===== config.mk =====
export PLATFORM = sky130hd
export DESIGN_NAME = eiu_top
export DESIGN_NICKNAME = d
export VERILOG_FILES = /design/src/hdl/eiu_sync.v /design/src/hdl/eiu_top.v
export VERILOG_INCLUDE_DIRS = /design/src /design/src/hdl
export SDC_FILE = /design/constraint.sdc
export NUM_CORES = 1
export LEC_CHECK = 0
export ABC_CLOCK_PERIOD_IN_PS = 1550
export BUFFER_PORTS_ARGS = -buffer_cell sky130_fd_sc_hd__buf_2
export CAP_MARGIN = 20
export CORE_ASPECT_RATIO = 1.5
export CORE_MARGIN = 2
export CORE_UTILIZATION = 56
export DETAILED_ROUTE_END_ITERATION = 12
export PLACE_DENSITY = 0.79
export RECOVER_POWER = 25
export SYNTH_ARGS = -nofsm -noshare
export SYNTH_HDL_FRONTEND = slang
export SYNTH_SLANG_ARGS = --single-unit

===== constraint.sdc =====
create_clock -name mclk_in -period 1.55 [get_ports mclk_in]
set_clock_uncertainty 0.05 [all_clocks]
set_input_delay 0.0775 -clock mclk_in [delete_from_list [all_inputs] [get_ports mclk_in]]
set_output_delay 0.0775 -clock mclk_in [all_outputs]
set_load 0.01 [all_outputs]

===== src/hdl/eiu_map.vh =====
// Purpose : Register offsets, field positions and reset values for the
//           external pin interrupt unit.
// Assumes : 3-bit word address, 8-bit data.
// Notes   : Definitions only.
`ifndef EIU_MAP_VH
`define EIU_MAP_VH

// ----------------------------------------------------------------------
// Register offsets
// ----------------------------------------------------------------------
`define EIU_ADDR_W          3
`define EIU_OFS_MCU_CTRL    3'h0
`define EIU_OFS_EXT_CTRL    3'h1
`define EIU_OFS_ENABLE      3'h2
`define EIU_OFS_FLAGS       3'h3
`define EIU_OFS_MASK_LO     3'h4
`define EIU_OFS_MASK_HI     3'h5
`define EIU_OFS_PIN_STATE   3'h6

// ----------------------------------------------------------------------
// Field positions
// ----------------------------------------------------------------------
`define EIU_L1_SENSE_HI     3
`define EIU_L1_SENSE_LO     2
`define EIU_L0_SENSE_HI     1
`define EIU_L0_SENSE_LO     0
`define EIU_L2_EDGE_SEL     0
// Enable and flag registers share this layout
`define EIU_BIT_L1          7
`define EIU_BIT_L0          6
`define EIU_BIT_L2          5
`define EIU_BIT_PC_HI       4
`define EIU_BIT_PC_LO       3
// Request vector index order
`define EIU_REQ_L0          0
`define EIU_REQ_L1          1
`define EIU_REQ_L2          2
`define EIU_REQ_PC_LO       3
`define EIU_REQ_PC_HI       4

// ----------------------------------------------------------------------
// Sense codes and reset values
// ----------------------------------------------------------------------
`define EIU_SENSE_LOW       2'h0
`define EIU_SENSE_ANY       2'h1
`define EIU_SENSE_FALL      2'h2
`define EIU_SENSE_RISE      2'h3
`define EIU_RST_BYTE        8'h00
`define EIU_LVL_SAMPLES     2'h2

`endif


===== src/hdl/eiu_sync.v =====
// Purpose : Two flip-flop level synchroniser, WIDTH bits wide.
// Assumes : Inputs may change at any time.
// Notes   : First stage is read only by the second stage.
`timescale 1ns/100ps

module eiu_sync #(
	parameter WIDTH = 1
) (
	input  wire             mclk_in,
	input  wire             rst_b_in,
	input  wire [WIDTH-1:0] d_in,
	output wire [WIDTH-1:0] q_out
);

	reg [WIDTH-1:0] meta_r;
	reg [WIDTH-1:0] stab_r;

	// Two stage capture, reset to zero
	always @(posedge mclk_in or negedge rst_b_in) begin
		if (!rst_b_in) begin
			meta_r <= {WIDTH{1'b0}};
			stab_r <= {WIDTH{1'b0}};
		end else begin
			meta_r <= d_in;
			stab_r <= meta_r;
		end
	end

	assign q_out = stab_r;

endmodule // eiu_sync


===== src/hdl/eiu_top.v =====
// Purpose : External pin interrupt unit: three dedicated interrupt lines,
//           sixteen pin-change inputs, sleep wake-up logic.
// Assumes : Register port with read data one cycle after the read strobe.
// Notes   : Pins are read whatever their direction in the port block.
//
// Functional notes
// - Requests come from three dedicated lines and sixteen pin-change inputs.
// - Enabled interrupts still fire when their pin is an output.
// - Lines zero and one: fall, rise, low level; line two: edges only.
// - Level mode on lines zero/one requests while the pin stays low.
// - High pin-change group fires on any toggle of enabled inputs 15..8.
// - Low pin-change group fires on any toggle of enabled inputs 7..0.
// - Two per-group masks select contributing inputs; masked ones are ignored.
// - Edges on lines zero/one are seen only while the I/O clock runs.
// - Level, line-two edge and pin-change detection need no I/O clock.
// - I/O clock stops in every sleep mode but Idle.
// - Power-down level wake needs two watchdog-clock samples of the level.
// - Wake if level passes sampling or is held until start-up ends.
// - Level gone before start-up end: wake, but no level interrupt.
// - Start-up time comes from clock-system settings, not this unit.
// - Sense choice comes from fields in the two MCU control registers.
// - Lines zero/one code: 00 low, 01 any change, 10 fall, 11 rise.
// - Line two sense bit: 0 falling edge, 1 rising edge.
// - Edge sets flag; handler entry or write-one clears; zero in level mode.
// - Edge modes sample the pin first; pulses over one clock are caught.
//
// The implementer's own choices: the register addresses and the address-and-strobe port.
`timescale 1ns/100ps
`include "eiu_map.vh"

module eiu_top (
	input  wire        mclk_in,
	input  wire        rst_b_in,
	// Register port
	input  wire [2:0]  reg_addr_in,
	input  wire [7:0]  reg_wdata_in,
	input  wire        reg_wr_in,
	input  wire        reg_rd_in,
	output reg  [7:0]  reg_rdata_out,
	// Pins
	input  wire        ext_irq_line_zero_in,
	input  wire        ext_irq_line_one_in,
	input  wire        ext_irq_line_two_in,
	input  wire [15:0] pin_change_inputs_in,
	// Processor side
	input  wire [4:0]  irq_ack_in,
	output wire [4:0]  irq_req_out,
	// Sleep controller side
	input  wire        sleep_in,
	input  wire        idle_mode_in,
	input  wire        power_down_in,
	input  wire        wdt_tick_in,
	input  wire        startup_done_in,
	output wire        wake_out,
	output wire        io_clk_run_out
);

	// ------------------------------------------------------------------
	// Functions
	// ------------------------------------------------------------------

	// Edge hit for a two-bit sense code; level mode gives no edge
	function edge_hit;
		input [1:0] code;
		input       cur;
		input       prev;
		begin
			case (code)
			`EIU_SENSE_ANY:  edge_hit = cur ^ prev;
			`EIU_SENSE_FALL: edge_hit = prev & ~cur;
			`EIU_SENSE_RISE: edge_hit = cur & ~prev;
			default:         edge_hit = 1'b0;
			endcase
		end
	endfunction

	// Enable/flag byte layout into request order
	function [4:0] byte_to_src;
		input [7:0] b;
		begin
			byte_to_src[`EIU_REQ_L0]    = b[`EIU_BIT_L0];
			byte_to_src[`EIU_REQ_L1]    = b[`EIU_BIT_L1];
			byte_to_src[`EIU_REQ_L2]    = b[`EIU_BIT_L2];
			byte_to_src[`EIU_REQ_PC_LO] = b[`EIU_BIT_PC_LO];
			byte_to_src[`EIU_REQ_PC_HI] = b[`EIU_BIT_PC_HI];
		end
	endfunction

	// Request order back into the byte layout, spare bits zero
	function [7:0] src_to_byte;
		input [4:0] s;
		begin
			src_to_byte                 = 8'h00;
			src_to_byte[`EIU_BIT_L0]    = s[`EIU_REQ_L0];
			src_to_byte[`EIU_BIT_L1]    = s[`EIU_REQ_L1];
			src_to_byte[`EIU_BIT_L2]    = s[`EIU_REQ_L2];
			src_to_byte[`EIU_BIT_PC_LO] = s[`EIU_REQ_PC_LO];
			src_to_byte[`EIU_BIT_PC_HI] = s[`EIU_REQ_PC_HI];
		end
	endfunction

	// ------------------------------------------------------------------
	// Declarations
	// ------------------------------------------------------------------
	localparam LW_IDLE = 2'h0;
	localparam LW_ONE  = 2'h1;
	localparam LW_WAKE = 2'h2;

	reg  [3:0]  mcu_control_reg_r;
	reg         extended_mcu_control_reg_r;
	reg  [4:0]  enable_r;
	reg  [4:0]  flag_r;
	reg  [4:0]  flag_nxt;
	reg  [7:0]  pin_change_mask_low_group_r;
	reg  [7:0]  pin_change_mask_high_group_r;
	reg  [2:0]  line_prev_r;
	reg  [15:0] pc_prev_r;
	reg  [1:0]  lw_state_r;
	reg  [1:0]  lw_state_nxt;
	reg  [7:0]  rdata_nxt;
	reg  [2:0]  warm_r;

	wire [18:0] pins_sync;
	wire [2:0]  line_sync;
	wire [15:0] pc_sync;
	wire [1:0]  line_zero_sense;
	wire [1:0]  line_one_sense;
	wire        line_two_edge_select;
	wire        io_clk_run;
	wire [4:0]  evt;
	wire [4:0]  wr_clr;
	wire [1:0]  level_mode;
	wire [1:0]  level_req;
	wire        level_any;
	wire [4:0]  req;
	wire        wr_hit;
	wire        hist_ok;

	// ------------------------------------------------------------------
	// Pin synchronisation
	// ------------------------------------------------------------------

	// Pins read regardless of port direction
	eiu_sync #(
		.WIDTH (19)
	) u_sync (
		.mclk_in  (mclk_in),
		.rst_b_in (rst_b_in),
		.d_in     ({pin_change_inputs_in, ext_irq_line_two_in,
			ext_irq_line_one_in, ext_irq_line_zero_in}),
		.q_out    (pins_sync)
	);

	assign line_sync = pins_sync[2:0];
	assign pc_sync   = pins_sync[18:3];

	// ------------------------------------------------------------------
	// Configuration fields
	// ------------------------------------------------------------------

	// Sense fields from the two control registers
	assign line_zero_sense = {mcu_control_reg_r[`EIU_L0_SENSE_HI],
		mcu_control_reg_r[`EIU_L0_SENSE_LO]};
	assign line_one_sense  = {mcu_control_reg_r[`EIU_L1_SENSE_HI],
		mcu_control_reg_r[`EIU_L1_SENSE_LO]};
	assign line_two_edge_select = extended_mcu_control_reg_r;

	// I/O clock runs awake or in Idle only
	assign io_clk_run     = ~sleep_in | idle_mode_in;
	assign io_clk_run_out = io_clk_run;

	assign level_mode[0] = (line_zero_sense == `EIU_SENSE_LOW);
	assign level_mode[1] = (line_one_sense == `EIU_SENSE_LOW);

	// ------------------------------------------------------------------
	// Event detection
	// ------------------------------------------------------------------

	// Sample history for edge detection
	always @(posedge mclk_in or negedge rst_b_in) begin
		if (!rst_b_in) begin
			line_prev_r <= 3'h0;
			pc_prev_r   <= 16'h0000;
		end else begin
			line_prev_r <= line_sync;
			pc_prev_r   <= pc_sync;
		end
	end

	// History warm-up after reset
	// Synchroniser leaves reset at zero while idle pins sit high;
	// without this the first samples would read as edges
	always @(posedge mclk_in or negedge rst_b_in) begin
		if (!rst_b_in)
			warm_r <= 3'h0;
		else
			warm_r <= {warm_r[1:0], 1'b1};
	end

	assign hist_ok = warm_r[2];

	// Lines zero/one edges need the I/O clock
	assign evt[`EIU_REQ_L0] = io_clk_run &
		edge_hit(line_zero_sense, line_sync[0], line_prev_r[0]);
	assign evt[`EIU_REQ_L1] = io_clk_run &
		edge_hit(line_one_sense, line_sync[1], line_prev_r[1]);

	// Line two: edge only, independent of the I/O clock
	assign evt[`EIU_REQ_L2] = line_two_edge_select ?
		(line_sync[2] & ~line_prev_r[2]) :
		(line_prev_r[2] & ~line_sync[2]);

	// Pin-change groups, masked per input
	assign evt[`EIU_REQ_PC_LO] = |((pc_sync[7:0] ^ pc_prev_r[7:0]) &
		pin_change_mask_low_group_r);
	assign evt[`EIU_REQ_PC_HI] = |((pc_sync[15:8] ^ pc_prev_r[15:8]) &
		pin_change_mask_high_group_r);

	// ------------------------------------------------------------------
	// Flags
	// ------------------------------------------------------------------
	assign wr_hit = reg_wr_in & (reg_addr_in == `EIU_OFS_FLAGS);
	assign wr_clr = wr_hit ? byte_to_src(reg_wdata_in) : 5'h00;

	// Set beats clear; level mode holds flag low
	always @* begin
		flag_nxt = (flag_r & ~(wr_clr | irq_ack_in)) |
			(evt & {5{hist_ok}});
		if (level_mode[0])
			flag_nxt[`EIU_REQ_L0] = 1'b0;
		if (level_mode[1])
			flag_nxt[`EIU_REQ_L1] = 1'b0;
	end

	always @(posedge mclk_in or negedge rst_b_in) begin
		if (!rst_b_in)
			flag_r <= 5'h00;
		else
			flag_r <= flag_nxt;
	end

	// ------------------------------------------------------------------
	// Requests to the processor
	// ------------------------------------------------------------------

	// Low level requests while the pin is low
	assign level_req[0] = level_mode[0] & ~line_sync[0] &
		enable_r[`EIU_REQ_L0];
	assign level_req[1] = level_mode[1] & ~line_sync[1] &
		enable_r[`EIU_REQ_L1];
	assign level_any = |level_req;

	// Live level means a lost level gives no request
	assign req = (flag_r & enable_r) | {3'h0, level_req};
	assign irq_req_out = req;

	// ------------------------------------------------------------------
	// Power-down level wake qualifier
	// ------------------------------------------------------------------

	// Two watchdog samples of the level, then hold wake to start-up end
	always @* begin
		lw_state_nxt = lw_state_r;
		case (lw_state_r)
		LW_IDLE: begin
			if (power_down_in & wdt_tick_in & level_any)
				lw_state_nxt = LW_ONE;
		end
		LW_ONE: begin
			if (!power_down_in)
				lw_state_nxt = LW_IDLE;
			else if (wdt_tick_in)
				lw_state_nxt = level_any ? LW_WAKE : LW_IDLE;
		end
		LW_WAKE: begin
			// Start-up length set by clock system
			if (startup_done_in)
				lw_state_nxt = LW_IDLE;
		end
		default: lw_state_nxt = LW_IDLE;
		endcase
	end

	always @(posedge mclk_in or negedge rst_b_in) begin
		if (!rst_b_in)
			lw_state_r <= LW_IDLE;
		else
			lw_state_r <= lw_state_nxt;
	end

	// Wake sources per sleep mode
	assign wake_out = sleep_in & ((lw_state_r == LW_WAKE) |
		(~power_down_in & level_any) |
		(|(req & {3'h7, 2'h0})) |
		(io_clk_run & (|req)));

	// ------------------------------------------------------------------
	// Register write
	// ------------------------------------------------------------------
	always @(posedge mclk_in or negedge rst_b_in) begin
		if (!rst_b_in) begin
			mcu_control_reg_r            <= 4'h0;
			extended_mcu_control_reg_r   <= 1'b0;
			enable_r                     <= 5'h00;
			pin_change_mask_low_group_r  <= `EIU_RST_BYTE;
			pin_change_mask_high_group_r <= `EIU_RST_BYTE;
		end else if (reg_wr_in) begin
			case (reg_addr_in)
			`EIU_OFS_MCU_CTRL: mcu_control_reg_r <= reg_wdata_in[3:0];
			`EIU_OFS_EXT_CTRL:
				extended_mcu_control_reg_r <=
					reg_wdata_in[`EIU_L2_EDGE_SEL];
			`EIU_OFS_ENABLE: enable_r <= byte_to_src(reg_wdata_in);
			`EIU_OFS_MASK_LO: pin_change_mask_low_group_r <= reg_wdata_in;
			`EIU_OFS_MASK_HI: pin_change_mask_high_group_r <= reg_wdata_in;
			default: ;
			endcase
		end
	end

	// ------------------------------------------------------------------
	// Register read
	// ------------------------------------------------------------------
	always @* begin
		rdata_nxt = 8'h00;
		case (reg_addr_in)
		`EIU_OFS_MCU_CTRL: rdata_nxt = {4'h0, mcu_control_reg_r};
		`EIU_OFS_EXT_CTRL: rdata_nxt = {7'h00, extended_mcu_control_reg_r};
		`EIU_OFS_ENABLE: rdata_nxt = src_to_byte(enable_r);
		`EIU_OFS_FLAGS:  rdata_nxt = src_to_byte(flag_r);
		`EIU_OFS_MASK_LO: rdata_nxt = pin_change_mask_low_group_r;
		`EIU_OFS_MASK_HI: rdata_nxt = pin_change_mask_high_group_r;
		`EIU_OFS_PIN_STATE: rdata_nxt = {5'h00, line_sync};
		default: rdata_nxt = 8'h00;
		endcase
	end

	// Read data stands one cycle after the strobe, else zero
	always @(posedge mclk_in or negedge rst_b_in) begin
		if (!rst_b_in)
			reg_rdata_out <= 8'h00;
		else if (reg_rd_in)
			reg_rdata_out <= rdata_nxt;
		else
			reg_rdata_out <= 8'h00;
	end

endmodule // eiu_top


==> results.md, run 1 <==
- Global-route wire length before repair: 12200 um
- Worst-Margin Slew: 0.522 ns
- Final Max Tran Viols: 0
- Overflow after GRT: 0
- CTS root buffer: clkbuf_8
- Crit path max fanout: 2
- Failing checks: setup timing
- FFs w/ async S/R, synth: 100%
- Synth warn: 0
- Worst skew pair latency: 0.37 ns
- Worst Path Buf+Inv: 1
- Ratio of cells with drive above 1 in the final layout: 27.7%
- Startpoint type of the worst setup path: flop
- CP Cell Sequence: and2_4, nand2b_4, a2111oi_4, a21boi_1, buf_2
- Die H: between 100 and 150 um
- Min-Delay Path Class: in -> reg
- Netlist Area Pre-Place: 3870 um^2
- Hpwl dp: 5290 um
- Core region area: 6760 um^2
- Seq cells post-synth: 101
- DIE AREA: 7610 um^2
- Yosys cell types: 46
- Power density cells: approximately 1200 nW/um^2
- GPL Wtd Cong: 0.904
- Avg Synthesized Cell Area: 14.2 um^2
- Vias: 2512
- Final nets: 433
- CTS sink cnt: 101
- Inserted Clock Buffers: 9
- Drt drc: 0
- CP arrival: roughly 1.7 ns
- RSZ-0062 raised after global routing: yes
- Crit end category: output port
- Outcome: complete, but fails checks
- Ys flop type: dfrtp_1
- Leak: 2.34 nW
- CP required: between 1 and 1.5 ns
- Diode count: 0
- Count of final setup violators: 1
- Hold Fails Final Rpt: 0
- Clock slew at reported path FFs: 0.09 ns
- Initial antenna violation count: 0
- Max frequency: approximately 560 MHz
- Sequential element share of the synthesized area: approximately two thirds
- Vias per cell: 5.37
- Max-cap violations: 0
- Mapped Cells: 273
- Fin crit share: 115%
- Initial Utilization: 57.3%
- Critical path class: reg -> out
- Maximum buffer depth of the clock tree: 2
- Largest net degree at the start of global routing: 68
- CP max stage delay: 0.41 ns
- Top cells by area, synth: dfrtp_1 65%, mux2_1 5.2%, xor2_1 3.6%
- Delay-heaviest family, CP: compound AO/OA/AOI/OAI gates
- Syn Nets: around 320
- EDFF count, synth: 0
- Power Total: 5.88 mW
- # rows: 37
- Area leader, netlist: dfrtp_1
- Minimum clock period after layout: 1.79 ns
- # IOs: 59
- PortBufs: 58
- Wire per inst: ~16 um
- Htree depth: 3
- Max IR drop VDD: 0.876 mV
- Width of the chip: 71.9 um
- Routed Antenna Nets: 0
- Max transition margin: roughly two thirds
- Synth-to-layout area growth: 28.0%
- Fillcell total: 464
- Gr usage total: 22.0%
- CTS tree: yes
- Slowest CP cell: dfrtp_1
- Worst hold slack: 0.0462 ns
- Drt total wl: 7590 um
- Vias in the first global route: approximately 2600
- Top cell type's share of synthesized area: 65.3%
- First-pass DRT Iterations: 4
- Setup slack after layout: -0.237 ns
- Reg area: around 2500 um^2
- Initial DRC count: around 220
- Footprint of the multi-input gates: 1280 um^2
==> layer usage <==
layer  up-vias  track usage, %  wire [um]
met3        25            4.40        236
met4         0            15.9        366
met1      1228            25.2       2980
li1       1193               -          -
met2        66            36.0       4000
met5         -               0          0
==> timing repair <==
item / in CTS / in global routing
gates resized for setup: 4 / 2
buffers inserted: 4 / 1
endpoints found under the hold margin: 152 / 0
pin swaps: 4 / 3
cloned: 0 / 0
hold buffers: 35 / 0
setup endpoints to repair: 1 / 2
==> cell families (layout without fill, tap and decap cells) <==
family	Yosys count	count (layout)	synth area share, %
DFF	101	101	65.3
AOI/OAI and AO/OA	49	49	9.31
buffers and inverters	20	137	2.62
adders and majority gates	4	4	1.29
and+or+nand+nor	52	52	8.37
other	1	1	0.0969
muxes	30	30	9.41
xor gates and xnor gates	16	16	3.62
==> layout by cell type (no fill, tap or decap), drive strengths merged, types with 2 or more instances in the layout <==
cell	synthesis	routed
ha	4	4
clkbuf	1	12
nor2b	3	3
nand2	12	12
xor2	16	16
and2	3	3
o22a	2	2
mux2	27	27
a22oi	12	12
nor2	5	5
a32o	3	3
nand3	5	5
a21oi	5	5
a211oi	6	6
a221oi	4	4
bufinv	0	2
nand3b	2	2
dfrtp	101	101
o21ai	6	6
nand4	3	3
dlygate4sd3	0	35
buf	8	75
inv	11	11
mux2i	3	3
o22ai	3	3
nand2b	8	8
clkinv	0	2
o21a	3	3
nor3	4	4
==> final timing paths <==
check	cells past startpoint	to	startpoint	slack [ns]
hold / removal	4	flag_r[1]	irq_ack_in[1]	0.05
setup reg to reg	5	lw_state_r[0]	mcu_control_reg_r[2]	0.11
hold reg to reg	0	u_sync.q_out[8]	u_sync.meta_r[8]	0.30
max in group asynchronous	3	warm_r[2]	rst_b_in	0.88
setup / recovery	5	wake_out	enable_r[3]	-0.24
min in group asynchronous	3	u_sync.meta_r[0]	rst_b_in	0.19
==> cell usage after synthesis (4+ instances only) <==
cell	count
a221oi_1	4
nand2b_1	8
nor2_1	5
mux2_4	8
a22oi_1	12
a21oi_1	5
inv_1	11
xor2_1	16
mux2_1	18
nand3_1	5
dfrtp_1	101
a211oi_1	6
nand2_1	12
o21ai_0	4
ha_1	4
==> cell type report <==
cell class,instances,area share [%]
Clock buffer,12,3.13
Clock inverter,4,1.41
Inverter,11,0.833
Multi-Input combinational cell,152,25.9
Sequential cell,101,51.0
Tap cell,78,1.97
Timing Repair Buffer,110,15.8
==> stage by stage <==
stage | util (%) | TNS [ns] | instance area (um^2) | worst slack (ns) | instances
detailed placement | 63.8 | 0 | 4310 | 0.109 | 413
finish | 73.3 | -0.237 | 4960 | -0.237 | 468
global route | 73.3 | -0.288 | 4960 | -0.288 | 468
global placement | 63.8 | 0 | 4310 | 0.116 | 413
CTS | 73.2 | -0.199 | 4940 | -0.199 | 468
floorplan | - | 0 | 3870 | 0.219 | 273
==> state kept, by name (all words and copies together) (netlist names), 3 cells and up <==
name / count
pin_change_mask_high_group_r: 8
flag_r: 5
u_sync.q_out: 19
reg_rdata_out: 8
mcu_control_reg_r: 4
u_sync.meta_r: 19
pin_change_mask_low_group_r: 8
enable_r: 5
warm_r: 3
line_prev_r: 3
pc_prev_r: 16
==> tightest hold or removal path, delay by kind of cell <==
family / cells / cell delay [ns]
AND/OR/NAND/NOR: 1 / 0.09
buffers and inverters: 1 / 0.07
AO/OA/AOI/OAI: 2 / 0.20
==> power by group <==
| group | internal (mW) | switching [mW] | total [mW] |
|---|---|---|---|
| Clock | 0.992 | 0.829 | 1.82 |
| Sequential | 2.90 | 0.217 | 3.12 |
| Combinational | 0.516 | 0.423 | 0.939 |
(Power assumes the default switching activity.)
==> run 2: changes to the inputs <==
- PLACE_DENSITY: 0.79 -> 0.76
==> run 2 against run 1 <==
The flow still finishes with violations (setup timing). Combinational power is 1% lower. Count of clock-buffer cells in the layout is 2 higher. Via count is 2.1% higher. Highest routed layer unchanged.
==> results.md, run 2 (synthesis results as in run 1) <==
- Outcome: complete, but fails checks
- Failing checks: setup timing
- Maximum buffer depth of the clock tree: 2
- Global-route wire length before repair: 12600 um
- Leak: 2.31 nW
- Drt total wl: 7880 um
- Final Non-Filler Cells: 469
- Crit path max fanout: 2
- Max transition margin: about half
- # rows: 37
- Worst flop-to-flop path endpoint: lw_state_r[0]
- Min-Delay Path Class: in -> reg
- Gr usage total: 22.6%
- Post-Route Utilization: 72.4%
- Vias per cell: 5.47
- Die H: about 110 um
- Inserted Clock Buffers: 9
- Drt drc: 0
- Wire per inst: 16.8 um
- # IOs: 59
- Max-cap violations: 0
- Worst-Margin Slew: between 0.7 and 0.8 ns
- CP arrival: 1.61 ns
- Htree depth: 3
- Count of final setup violators: 1
- Critical path class: reg -> out
- CTS root buffer: clkbuf_8
- Vias: 2565
- Overflow after GRT: 0
- Power Total: 5.54 mW
- Hpwl dp: 5490 um
- Fin area: 4900 um^2
- Width of the chip: 71.9 um
- Initial antenna violation count: 0
- Final nets: 435
- RSZ-0062 raised after global routing: yes
- Max frequency: 575 MHz
- Crit path from: mcu_control_reg_r[1]
- Hold Fails Final Rpt: 0
- Leading cell types in the layout, fill and taps excluded: 101 x dfrtp_1, 57 x buf_2, 34 x dlygate4sd3_1
- First-pass DRT Iterations: 4
- Placed cell count: 416
- CTS sink cnt: 101
- RR Startpoint: mcu_control_reg_r[1]
- Worst hold slack: roughly 0.025 ns
- Critical Path End: wake_out
- Setup TNS: -0.188 ns
- Synth-to-layout area growth: 26.5%
- Ratio of cells with drive above 1 in the final layout: 26.9%
- GPL Wtd Cong: between 0.8 and 0.9
- Fillcell total: 457
- Power density cells: 1130 nW/um^2
- PortBufs: 58
- Most common cell after layout, fill and taps aside: dfrtp_1
- Setup slack after layout: -0.188 ns
- Diode count: 0
- Placement Setup Slack: 0.120 ns
- Initial DRC count: about 150
- Worst-case reg-to-reg path depth: 5
- Largest net degree at the start of global routing: 60
- DIE AREA: 7610 um^2
- Max IR drop VDD: 0.814 mV
- CTS tree: yes
- Routed Antenna Nets: 0
- Final Max Tran Viols: 0
- Core region area: 6760 um^2
- Vias in the first global route: 2678
- Minimum clock period after layout: 1.74 ns
- Startpoint type of the worst setup path: flop
- Fin crit share: 112%
- CP required: roughly 1.4 ns
- Crit end category: output port
- Initial Utilization: 57.3%
- Worst skew pair latency: around 0.36 ns
- Placed Instance Area: 4330 um^2
- R2r setup slk: 0.09 ns
- Clock slew at reported path FFs: about 0.090 ns
-- run 2: cell count changes in the layout (fill, tap and decap cells not counted), sizes merged --
cell and change:
clkbuf +3, dlygate4sd3 -1, clkinv -1, buf +2, bufinv -2
-- run 2: worst max-delay path, stage by stage (launching register included) --
cell,delay [ns]
dfrtp_1,0.39
nor3_2,0.26
a22o_1,0.26
a2111oi_4,0.09
a21boi_1,0.12
buf_2,0.14
-- run 2: layout make-up --
cell class	count	area, um^2	share of cell area [%]
Sequential cell	101	2530	51.6
Multi-Input combinational cell	152	1260	25.7
Tap cell	78	97.6	1.99
Timing Repair Buffer	112	792	16.2
Clock buffer	14	173	3.53
Inverter	11	41.3	0.843
Clock inverter	1	5.00	0.102
-- run 2: worst min-delay path by stage --
stage | startpoint | to | depth (start not counted) | slack [ns]
floorplan | rst_b_in | enable_r[0] | 0 | -0.27
global placement | rst_b_in | u_sync.meta_r[9] | 1 | -0.12
detailed placement | rst_b_in | u_sync.meta_r[9] | 1 | -0.12
CTS | irq_ack_in[3] | flag_r[3] | 3 | 0.007
global route | irq_ack_in[3] | flag_r[3] | 3 | 0.03
finish | irq_ack_in[3] | flag_r[3] | 3 | 0.03
-- run 2: power breakdown --
group          internal (mW)  switching, mW  total [mW]
clock network          0.707          0.792        1.50
logic                  0.504          0.424       0.928
registers               2.90          0.211        3.11
-- run 2: what timing repair did --
| action | CTS | global route |
|---|---|---|
| hold buffers | 34 | 0 |
| setup endpoints to repair | 1 | 1 |
| pin swaps | 4 | 2 |
| resized for setup | 1 | 1 |
| hold endpoints to repair | 151 | 0 |
| setup buffers | 4 | 0 |
-- run 2: metal layers --
metal  part of all wire, %  track usage (%)
met4                   3.5             11.9
met2                    55             38.2
met5                     0                0
met1                    38             25.7
met3                   3.6             6.31
